File: config.mk
export PLATFORM = sky130hd
export DESIGN_NAME = scan_cycle_timing_guard
export DESIGN_NICKNAME = d
export VERILOG_FILES = /design/src/include/scan_guard_pkg.sv /design/src/include/ms_tick_if.sv /design/src/core/ms_tick_gen.sv /design/src/core/scan_cycle_timing_guard.sv
export VERILOG_INCLUDE_DIRS = /design/src /design/src/include
export SDC_FILE = /design/constraint.sdc
export NUM_CORES = 1
export LEC_CHECK = 0
export ABC_AREA = 1
export BUFFER_PORTS_ARGS = -buffer_cell sky130_fd_sc_hd__buf_2
export CORE_MARGIN = 10
export CORE_UTILIZATION = 23
export CTS_CLUSTER_DIAMETER = 80
export DETAILED_ROUTE_END_ITERATION = 6
export PLACE_DENSITY = 0.38
export SLEW_MARGIN = 0
export SYNTH_ARGS = -nofsm -noshare
export SYNTH_HDL_FRONTEND = slang
export SYNTH_SLANG_ARGS = --single-unit
File: constraint.sdc
create_clock -name core_clk -period 3.4 [get_ports core_clk]
set_input_delay 0.51 -clock core_clk [delete_from_list [all_inputs] [get_ports core_clk]]
set_output_delay 0.51 -clock core_clk [all_outputs]
set_load 0.005 [all_outputs]
File: src/include/scan_guard_defines.svh
// register map, field positions, reset values and timing counts of the scan timing guard
`ifndef SCAN_GUARD_DEFINES_SVH
`define SCAN_GUARD_DEFINES_SVH

// printed register indices; byte address is four times the index
`define MIN_CYCLE_IDX      10'h0D0
`define WATCH_CYCLE_IDX    10'h0D1
`define STATUS_IDX         10'h0D2
`define MASK_IDX           10'h0D3
`define CONTROL_IDX        10'h0D4
`define SCAN_TIME_IDX      10'h0D5
`define SERVICE_TIME_IDX   10'h0D6

// reset values
`define MIN_CYCLE_RESET    16'h0000
`define WATCH_CYCLE_RESET  16'h0001
`define STATUS_RESET       3'h0
`define MASK_RESET         3'h0
`define CONTROL_RESET      2'h0

// field positions
`define WATCH_USER_BIT     15
`define WATCH_FIELD_MSB    14
`define STAT_CYCLE_BIT     0
`define STAT_SERVICE_BIT   1
`define STAT_SCAN_END_BIT  2
`define CTRL_RUN_BIT       0
`define CTRL_PARALLEL_BIT  1

// widths
`define MS_W               20
`define EVT_W              3

// timing: one millisecond tick at a 25 ns clock
`define CORE_CLK_PERIOD_NS 25
`define MS_TICK_TIME_NS    1000000
`define MS_TICK_CYCLES     (`MS_TICK_TIME_NS / `CORE_CLK_PERIOD_NS)
`define WATCH_DEFAULT_S    1
`define WATCH_DEFAULT_MS   20'(`WATCH_DEFAULT_S * 1000)
`define WATCH_STEP_MS      20'd10
`define SERVICE_LIMIT_MS   20'd2000

`endif

File: src/include/scan_guard_pkg.sv
// types shared by the scan timing guard modules
package scan_guard_pkg;
	typedef enum logic [1:0] {
		ST_IDLE,
		ST_SCAN,
		ST_PAD,
		ST_HALT
	} guard_state_t;
endpackage

File: src/include/ms_tick_if.sv
// millisecond timebase carrier between the tick generator and the guard
`timescale 1ns/1ps
interface ms_tick_if;
	logic tick;
	logic clear;
	modport gen (input clear, output tick);
	modport use_tick (output clear, input tick);
endinterface

File: src/core/ms_tick_gen.sv
// one-cycle millisecond enable pulse from a cycle divider
`timescale 1ns/1ps
`include "scan_guard_defines.svh"
module ms_tick_gen #(
	parameter int unsigned MS_CYCLES = `MS_TICK_CYCLES
) (
	// clock and reset
	input  wire logic   core_clk,
	input  wire logic   rst_n,
	// timebase
	ms_tick_if.gen      tb
);
	logic [15:0] div_ff;
	logic        tick_ff;

	// clear realigns the divider so a new scan starts on a whole millisecond
	always_ff @(posedge core_clk or negedge rst_n) begin
		if (!rst_n) begin
			div_ff  <= 16'h0000;
			tick_ff <= 1'b0;
		end else if (tb.clear) begin
			div_ff  <= 16'h0000;
			tick_ff <= 1'b0;
		end else if (div_ff == 16'(MS_CYCLES - 1)) begin
			div_ff  <= 16'h0000;
			tick_ff <= 1'b1;
		end else begin
			div_ff  <= div_ff + 16'h0001;
			tick_ff <= 1'b0;
		end
	end

	assign tb.tick = tick_ff;
endmodule

File: src/core/scan_cycle_timing_guard.sv
// scan cycle timing guard: minimum cycle padding, watch cycle and servicing overrun supervision
// Summary of operation
// - minimum cycle 1 to 32000 ms, 1 ms steps
// - minimum word binary ms; zero disables, reset zero
// - early scan waits out minimum before next scan
// - long scan restarts immediately, no padding added
// - scan over watch limit flags and halts
// - watch bit 15 picks default 1 s or field
// - watch field counts 10 ms steps, up to 32767
// - parallel mode watches program execution time only
// - servicing cycle over 2.0 s flags and halts
`timescale 1ns/1ps
`include "scan_guard_defines.svh"
module scan_cycle_timing_guard
	import scan_guard_pkg::*;
#(
	parameter int unsigned MS_CYCLES = `MS_TICK_CYCLES
) (
	// clock and reset
	input  wire logic        core_clk,
	input  wire logic        rst_n,
	// wishbone classic slave
	input  wire logic        wb_cyc_i,
	input  wire logic        wb_stb_i,
	input  wire logic        wb_we_i,
	input  wire logic [11:0] wb_adr_i,
	input  wire logic [3:0]  wb_sel_i,
	input  wire logic [31:0] wb_dat_i,
	output logic      [31:0] wb_dat_o,
	output logic             wb_ack_o,
	// execution engine
	input  wire logic        exec_done,
	input  wire logic        scan_done,
	input  wire logic        periph_start,
	input  wire logic        periph_end,
	output logic             scan_go,
	output logic             halted,
	// interrupt
	output logic             irq
);
	guard_state_t          state_ff;
	guard_state_t          nxt_state;
	logic [15:0]           min_cycle_ff;
	logic [15:0]           watch_cycle_ff;
	logic [`EVT_W-1:0]     status_ff;
	logic [`EVT_W-1:0]     mask_ff;
	logic [1:0]            control_ff;
	logic [`MS_W-1:0]      scan_ms_ff;
	logic [`MS_W-1:0]      svc_ms_ff;
	logic                  watching_ff;
	logic                  svc_busy_ff;
	logic                  scan_go_ff;
	logic                  ack_ff;
	logic [31:0]           rdata_ff;
	logic [`MS_W-1:0]      watch_lim;
	logic [`MS_W-1:0]      min_lim;
	logic                  start_scan;
	logic                  cyc_over_evt;
	logic                  svc_over_evt;
	logic                  scan_end_evt;
	logic [`EVT_W-1:0]     evt_set;
	logic                  wr_req;
	logic [9:0]            reg_idx;
	logic                  run_en;
	logic                  parallel_en;

	ms_tick_if tb ();

	ms_tick_gen #(
		.MS_CYCLES (MS_CYCLES)
	) u_tick (
		.core_clk (core_clk),
		.rst_n    (rst_n),
		.tb       (tb.gen)
	);

	// counters stick at full scale rather than wrap, so a hung scan cannot look short
	function automatic logic [`MS_W-1:0] sat_inc(input logic [`MS_W-1:0] v);
		sat_inc = (&v) ? v : v + `MS_W'(1);
	endfunction

	// byte-lane merge of a 16-bit register
	function automatic logic [15:0] merge16(input logic [15:0] old, input logic [31:0] d,
	                                        input logic [3:0] sel);
		merge16 = {sel[1] ? d[15:8] : old[15:8], sel[0] ? d[7:0] : old[7:0]};
	endfunction

	assign run_en      = control_ff[`CTRL_RUN_BIT];
	assign parallel_en = control_ff[`CTRL_PARALLEL_BIT];
	assign reg_idx     = wb_adr_i[11:2];
	assign wr_req      = wb_cyc_i && wb_stb_i && wb_we_i && !ack_ff;

	// limits in ms; a zero minimum never pads because the count is never below it
	assign min_lim   = `MS_W'(min_cycle_ff);
	assign watch_lim = watch_cycle_ff[`WATCH_USER_BIT] ?
	                   `MS_W'(watch_cycle_ff[`WATCH_FIELD_MSB:0]) * `WATCH_STEP_MS :
	                   `WATCH_DEFAULT_MS;

	// overrun and scan events
	assign cyc_over_evt = (state_ff == ST_SCAN) && watching_ff && (scan_ms_ff > watch_lim);
	assign svc_over_evt = svc_busy_ff && (svc_ms_ff > `SERVICE_LIMIT_MS);
	assign scan_end_evt = (state_ff == ST_SCAN) && scan_done;
	assign evt_set      = {scan_end_evt, svc_over_evt, cyc_over_evt};

	// scan sequencing
	always_comb begin
		nxt_state = state_ff;
		case (state_ff)
			ST_IDLE: begin
				if (run_en) begin
					nxt_state = ST_SCAN;
				end
			end
			ST_SCAN: begin
				if (!run_en) begin
					nxt_state = ST_IDLE;
				end else if (scan_done && (scan_ms_ff < min_lim)) begin
					nxt_state = ST_PAD;
				end
			end
			ST_PAD: begin
				if (!run_en) begin
					nxt_state = ST_IDLE;
				end else if (scan_ms_ff >= min_lim) begin
					nxt_state = ST_SCAN;
				end
			end
			ST_HALT: begin
				if (!run_en) begin
					nxt_state = ST_IDLE;
				end
			end
			default: begin
				nxt_state = ST_IDLE;
			end
		endcase
		// any overrun stops operation, whatever the sequence was doing
		if (cyc_over_evt || svc_over_evt) begin
			nxt_state = ST_HALT;
		end
	end

	// a scan starts on entry to SCAN, or back to back when a long scan ends
	assign start_scan = (nxt_state == ST_SCAN) && ((state_ff != ST_SCAN) || scan_done);
	assign tb.clear   = start_scan;

	always_ff @(posedge core_clk or negedge rst_n) begin
		if (!rst_n) begin
			state_ff <= ST_IDLE;
		end else begin
			state_ff <= nxt_state;
		end
	end

	// start pulse to the engine
	always_ff @(posedge core_clk or negedge rst_n) begin
		if (!rst_n) begin
			scan_go_ff <= 1'b0;
		end else begin
			scan_go_ff <= start_scan;
		end
	end

	// per-scan millisecond counter, restarted by every scan start
	always_ff @(posedge core_clk or negedge rst_n) begin
		if (!rst_n) begin
			scan_ms_ff <= '0;
		end else if (start_scan) begin
			scan_ms_ff <= '0;
		end else if (tb.tick) begin
			scan_ms_ff <= sat_inc(scan_ms_ff);
		end
	end

	// watch window: program execution only in parallel mode, whole scan otherwise
	always_ff @(posedge core_clk or negedge rst_n) begin
		if (!rst_n) begin
			watching_ff <= 1'b0;
		end else if (start_scan) begin
			watching_ff <= 1'b1;
		end else if (parallel_en ? exec_done : scan_done) begin
			watching_ff <= 1'b0;
		end
	end

	// servicing cycle timer; tick is not realigned here, so it may read up to 1 ms high
	always_ff @(posedge core_clk or negedge rst_n) begin
		if (!rst_n) begin
			svc_busy_ff <= 1'b0;
			svc_ms_ff   <= '0;
		end else if (periph_start) begin
			svc_busy_ff <= 1'b1;
			svc_ms_ff   <= '0;
		end else if (periph_end) begin
			svc_busy_ff <= 1'b0;
		end else if (svc_busy_ff && tb.tick) begin
			svc_ms_ff <= sat_inc(svc_ms_ff);
		end
	end

	// configuration registers with byte lanes
	always_ff @(posedge core_clk or negedge rst_n) begin
		if (!rst_n) begin
			min_cycle_ff   <= `MIN_CYCLE_RESET;
			watch_cycle_ff <= `WATCH_CYCLE_RESET;
			mask_ff        <= `MASK_RESET;
			control_ff     <= `CONTROL_RESET;
		end else if (wr_req) begin
			if (reg_idx == `MIN_CYCLE_IDX) begin
				min_cycle_ff <= merge16(min_cycle_ff, wb_dat_i, wb_sel_i);
			end
			if (reg_idx == `WATCH_CYCLE_IDX) begin
				watch_cycle_ff <= merge16(watch_cycle_ff, wb_dat_i, wb_sel_i);
			end
			if (reg_idx == `MASK_IDX && wb_sel_i[0]) begin
				mask_ff <= wb_dat_i[`EVT_W-1:0];
			end
			if (reg_idx == `CONTROL_IDX && wb_sel_i[0]) begin
				control_ff <= wb_dat_i[1:0];
			end
		end
	end

	// sticky status: write one clears, a same-cycle event wins over the clear
	always_ff @(posedge core_clk or negedge rst_n) begin
		if (!rst_n) begin
			status_ff <= `STATUS_RESET;
		end else if (wr_req && reg_idx == `STATUS_IDX && wb_sel_i[0]) begin
			status_ff <= (status_ff & ~wb_dat_i[`EVT_W-1:0]) | evt_set;
		end else begin
			status_ff <= status_ff | evt_set;
		end
	end

	// bus answer one cycle after the strobe; unmapped reads return zero
	always_ff @(posedge core_clk or negedge rst_n) begin
		if (!rst_n) begin
			ack_ff   <= 1'b0;
			rdata_ff <= 32'h0000_0000;
		end else begin
			ack_ff <= wb_cyc_i && wb_stb_i && !ack_ff;
			case (reg_idx)
				`MIN_CYCLE_IDX:    rdata_ff <= {16'h0000, min_cycle_ff};
				`WATCH_CYCLE_IDX:  rdata_ff <= {16'h0000, watch_cycle_ff};
				`STATUS_IDX:       rdata_ff <= {29'h0000000, status_ff};
				`MASK_IDX:         rdata_ff <= {29'h0000000, mask_ff};
				`CONTROL_IDX:      rdata_ff <= {30'h00000000, control_ff};
				`SCAN_TIME_IDX:    rdata_ff <= {12'h000, scan_ms_ff};
				`SERVICE_TIME_IDX: rdata_ff <= {12'h000, svc_ms_ff};
				default:           rdata_ff <= 32'h0000_0000;
			endcase
		end
	end

	assign wb_ack_o = ack_ff;
	assign wb_dat_o = rdata_ff;
	assign scan_go  = scan_go_ff;
	assign halted   = (state_ff == ST_HALT);
	assign irq      = |(status_ff & mask_ff);

	// checks
	property p_pad_needs_min;
		@(posedge core_clk) disable iff (!rst_n)
		(state_ff == ST_PAD) |-> (min_cycle_ff != 16'h0000);
	endproperty
	a_pad_needs_min: assert property (p_pad_needs_min)
		else $error("padding with no minimum set");

	property p_pad_bounded;
		@(posedge core_clk) disable iff (!rst_n)
		(state_ff == ST_PAD) |-> (scan_ms_ff <= min_lim);
	endproperty
	a_pad_bounded: assert property (p_pad_bounded)
		else $error("padding ran past the minimum");

	property p_pad_release;
		@(posedge core_clk) disable iff (!rst_n)
		(state_ff == ST_PAD && scan_ms_ff >= min_lim && run_en && !svc_over_evt) |-> ##1 scan_go_ff;
	endproperty
	a_pad_release: assert property (p_pad_release)
		else $error("no scan start after minimum elapsed");

	property p_long_no_pad;
		@(posedge core_clk) disable iff (!rst_n)
		(scan_end_evt && scan_ms_ff >= min_lim && run_en && !cyc_over_evt && !svc_over_evt)
			|=> scan_go_ff && (state_ff == ST_SCAN);
	endproperty
	a_long_no_pad: assert property (p_long_no_pad)
		else $error("long scan was padded");

	property p_cycle_halt;
		@(posedge core_clk) disable iff (!rst_n)
		cyc_over_evt |=> halted && status_ff[`STAT_CYCLE_BIT] && !scan_go_ff;
	endproperty
	a_cycle_halt: assert property (p_cycle_halt)
		else $error("cycle overrun did not flag and halt");

	property p_default_watch;
		@(posedge core_clk) disable iff (!rst_n)
		!watch_cycle_ff[`WATCH_USER_BIT] |-> (watch_lim == 20'd1000);
	endproperty
	a_default_watch: assert property (p_default_watch)
		else $error("default watch limit not one second");

	property p_user_watch;
		@(posedge core_clk) disable iff (!rst_n)
		watch_cycle_ff[`WATCH_USER_BIT] |-> (watch_lim == 20'(watch_cycle_ff[14:0]) * 20'd10);
	endproperty
	a_user_watch: assert property (p_user_watch)
		else $error("user watch limit not in 10 ms steps");

	property p_parallel_exec;
		@(posedge core_clk) disable iff (!rst_n)
		(parallel_en && exec_done && !start_scan) |=> !watching_ff ##1 !cyc_over_evt;
	endproperty
	a_parallel_exec: assert property (p_parallel_exec)
		else $error("watch kept running after program execution");

	property p_service_halt;
		@(posedge core_clk) disable iff (!rst_n)
		(svc_busy_ff && svc_ms_ff == 20'd2001) |=> halted && status_ff[`STAT_SERVICE_BIT] && irq == mask_ff[1];
	endproperty
	a_service_halt: assert property (p_service_halt)
		else $error("servicing overrun did not flag and halt");

	property p_scan_restart;
		@(posedge core_clk) disable iff (!rst_n)
		start_scan |=> (scan_ms_ff == 20'd0) && scan_go_ff;
	endproperty
	a_scan_restart: assert property (p_scan_restart)
		else $error("scan counter not restarted");

	property p_halt_no_go;
		@(posedge core_clk) disable iff (!rst_n)
		halted |-> !scan_go_ff;
	endproperty
	a_halt_no_go: assert property (p_halt_no_go)
		else $error("scan started while halted");

	property p_min_write;
		@(posedge core_clk) disable iff (!rst_n)
		(wr_req && reg_idx == `MIN_CYCLE_IDX && wb_sel_i[1:0] == 2'b11) |=> (min_cycle_ff == $past(wb_dat_i[15:0]));
	endproperty
	a_min_write: assert property (p_min_write)
		else $error("minimum cycle write did not land");
endmodule

==> run summary <==
Outcome: finished, violations left
Failing checks: negative setup slack
Crit-path slowest cell: dfrtp_1
Power Density: 470 nW/um^2
Area after DPL: 9410 sq um
# IOs: 93
Endpoints failing hold: 0
Clock transition at path regs: 0.07 ns
CTS buffer count: 17
Total grt overflow: 0
Total power: 5.05 mW
Synth Warn #: 0
Non-filler cells, final: 1670
Post-synth top area cell: dfrtp_1
Post-DRT Antenna Nets: 0
Max-slew violations: 0
Crit-path max cell delay: 0.39 ns
Post-synthesis register bit count: 123
Reg-to-Reg Start: watch_cycle_ff[3]$_DFFE_PN0P_
Final setup violation count: 40
Die height: 209 microns
Max Freq: 268 MHz
Initial antenna violation count: 1
Initial core utilization: 23.5%
Final wirelength: 27100 microns
DRC: 0
Post-synth top flop: dfrtp_1
Vias per inst: 4.40
Initial DRC count: 414
Largest net degree at the start of global routing: 50
Critical path class: flop to flop
CTS tree: yes
Switching Fraction: 34.4%
Core area: 34800 sq um
Seq/Total Area, Yosys: 37.7%
Die W: 209 microns
Max-Cap Viols: 0
CTS H-tree depth: 4
Post-synth cell types: 45
Synth top area share: 37.4%
Max Fanout on Critical Path: 6
Fraction of layout cells with a size suffix above 1: 24.2%
Top delay family on crit path: simple AND/OR/NAND/NOR gates
Bufs and invs on worst path: 7
Syn Std Cell Area: 8170 sq um
EDFF count, synth: 0
Comb pwr share: 25.7%
R2r endpoint: u_tick.tb.tick$_DFF_PN0_
Peak VDD IR: 0.421 mV
Clk root buf: clkbuf_16
R2R setup slack: -0.33 ns
Top-count cell post-synth: nand2_1
Seq pwr share: 36.0%
Leakage: 4.94 nW
Setup TNS: -11.95 ns
Setup crit start kind: flop
Fin crit share: 110%
Vias: 7346
Nets@finish: 1324
Min-delay worst type: input port to async pin
Gr usage total: 12.5%
Final instance area: 10700 sq um
NetSw: 1.74 mW
Placed cells: 1617
Gate count of the mapped netlist: 1060
Setup Skew: 0.0129 ns
Slew margin rel.: 52.2%
Clock group share of total power: 38.3%
Worst setup EP type: flop
Skew-Pair Late Insertion Delay: 0.43 ns
Cells on worst reg2reg path: 28
Worst Path Required: 3.70 ns
RSZ-0062 raised after global routing: yes
WHS: 0.0355 ns
Detailed Place HPWL: 21000 microns
CTS sink cnt: 123
Die area: 43500 sq um
Hold buffers post-CTS: 0
Dpl ws: -0.521 ns
Antenna diode count: 0
Number of global-route vias before repair: 7606
Fillers: 3740
PnR worst setup slack: -0.329 ns
FP Rows: 68
P&R area growth vs syn: 31.3%
Routed len/inst: 16.2 microns
Internal Power: 3.31 mW
Post-layout util: 30.8%
Least-Margin Pin Slew: 0.711 ns
WP data arrival: 4.03 ns
PortBufs: 60
First-pass GRT wire length: 43100 microns
Synth area leaders: dfrtp_1 (37%), nand2_1 (12%), ha_1 (9.8%)
Placer congestion estimate: 0.845
Post-layout minimum cycle time: 3.73 ns
Most frequent cells after synthesis: nand2_1 (254), inv_1 (135), dfrtp_1 (122)
Drt first pass iters: 6
Ys async rst share: 100%
Syn avg cell area: 7.71 sq um
Max Root-Sink Buffers: 2
[power by group through the flow]
| stage | Sequential [mW] | Combinational (mW) | Clock [mW] |
|---|---|---|---|
| after CTS | 1.82 | 1.29 | 1.99 |
| final | 1.82 | 1.30 | 1.93 |
| after global routing | 1.84 | 1.49 | 2.05 |
| after detailed placement | 1.84 | 1.23 | 0 |
| after global placement | 1.84 | 1.21 | 0 |
| after floorplan | 1.75 | 0.939 | 0 |
[per-layer routing]
metal,wire length [microns],vias up,GRT usage [%]
met1,13800,3450,17.0
met4,436,2,3.64
met2,11900,122,19.5
met5,13,-,0
li1,-,3747,-
met3,1000,25,2.55
[worst max-delay path by stage]
stage / startpoint / endpoint / cells after the start
3_3_place_gp: watch_cycle_ff[5]$_DFFE_PN0P_ / u_tick.div_ff[11]$_DFF_PN0_ / 23
6_report: watch_cycle_ff[3]$_DFFE_PN0P_ / u_tick.tb.tick$_DFF_PN0_ / 28
3_5_place_dp: watch_cycle_ff[5]$_DFFE_PN0P_ / u_tick.div_ff[12]$_DFF_PN0_ / 23
4_1_cts: watch_cycle_ff[3]$_DFFE_PN0P_ / scan_ms_ff[3]$_DFFE_PN0P_ / 25
2_1_floorplan: watch_cycle_ff[1]$_DFFE_PN0P_ / u_tick.tb.tick$_DFF_PN0_ / 22
5_1_grt: watch_cycle_ff[3]$_DFFE_PN0P_ / u_tick.tb.tick$_DFF_PN0_ / 25
[layout by cell type (no fill, tap or decap), types with 24 or more instances in the layout]
master / Yosys / final
a21oi_1: 37 / 27
buf_2: 3 / 59
buf_4: 13 / 66
dfrtp_1: 122 / 116
ha_1: 64 / 45
inv_1: 135 / 135
nand2_1: 254 / 244
nand3_1: 70 / 67
nand4_1: 24 / 24
nor2_1: 94 / 82
nor2_4: 23 / 26
o21ai_0: 74 / 67
[what timing repair did]
item	4_1_cts	5_1_grt
cloned	2	1
gates resized for setup	75	22
setup endpoints to repair	41	42
pin swaps	6	7
setup buffers	15	3
[cells by family (layout without fill, tap and decap cells)]
family,count (synthesis),in the layout,synth area share [%]
flops,123,123,37.7
xor+xnor,25,25,2.68
compound gates,158,158,11.2
simple gates,517,517,29.3
buf+inv,171,315,8.99
fa+ha+maj,65,65,10.0
other cells,1,12,0.0459
[flip-flops by register name, summed over array words and instances, names as in the netlist]
signal / count
svc_ms_ff: 20
svc_busy_ff: 1
control_ff: 2
scan_ms_ff: 20
scan_go: 1
state_ff: 2
wb_dat_o: 20
u_tick.tb.tick: 1
status_ff: 3
u_tick.div_ff: 16
wb_ack_o: 1
mask_ff: 3
watch_cycle_ff: 16
watching_ff: 1
min_cycle_ff: 16
[final cells by class]
type                    instances  area, sq um  area share, %
flip-flops and latches        123         3090           28.8
clock inverters                13          169           1.57
inverters                     139          522           4.86
multi-input cells             777         4850           45.1
clock buffers                  19          443           4.13
repair buffers                144         1100           10.2
well taps                     455          569           5.30
Power figures use the tool's default switching activity.
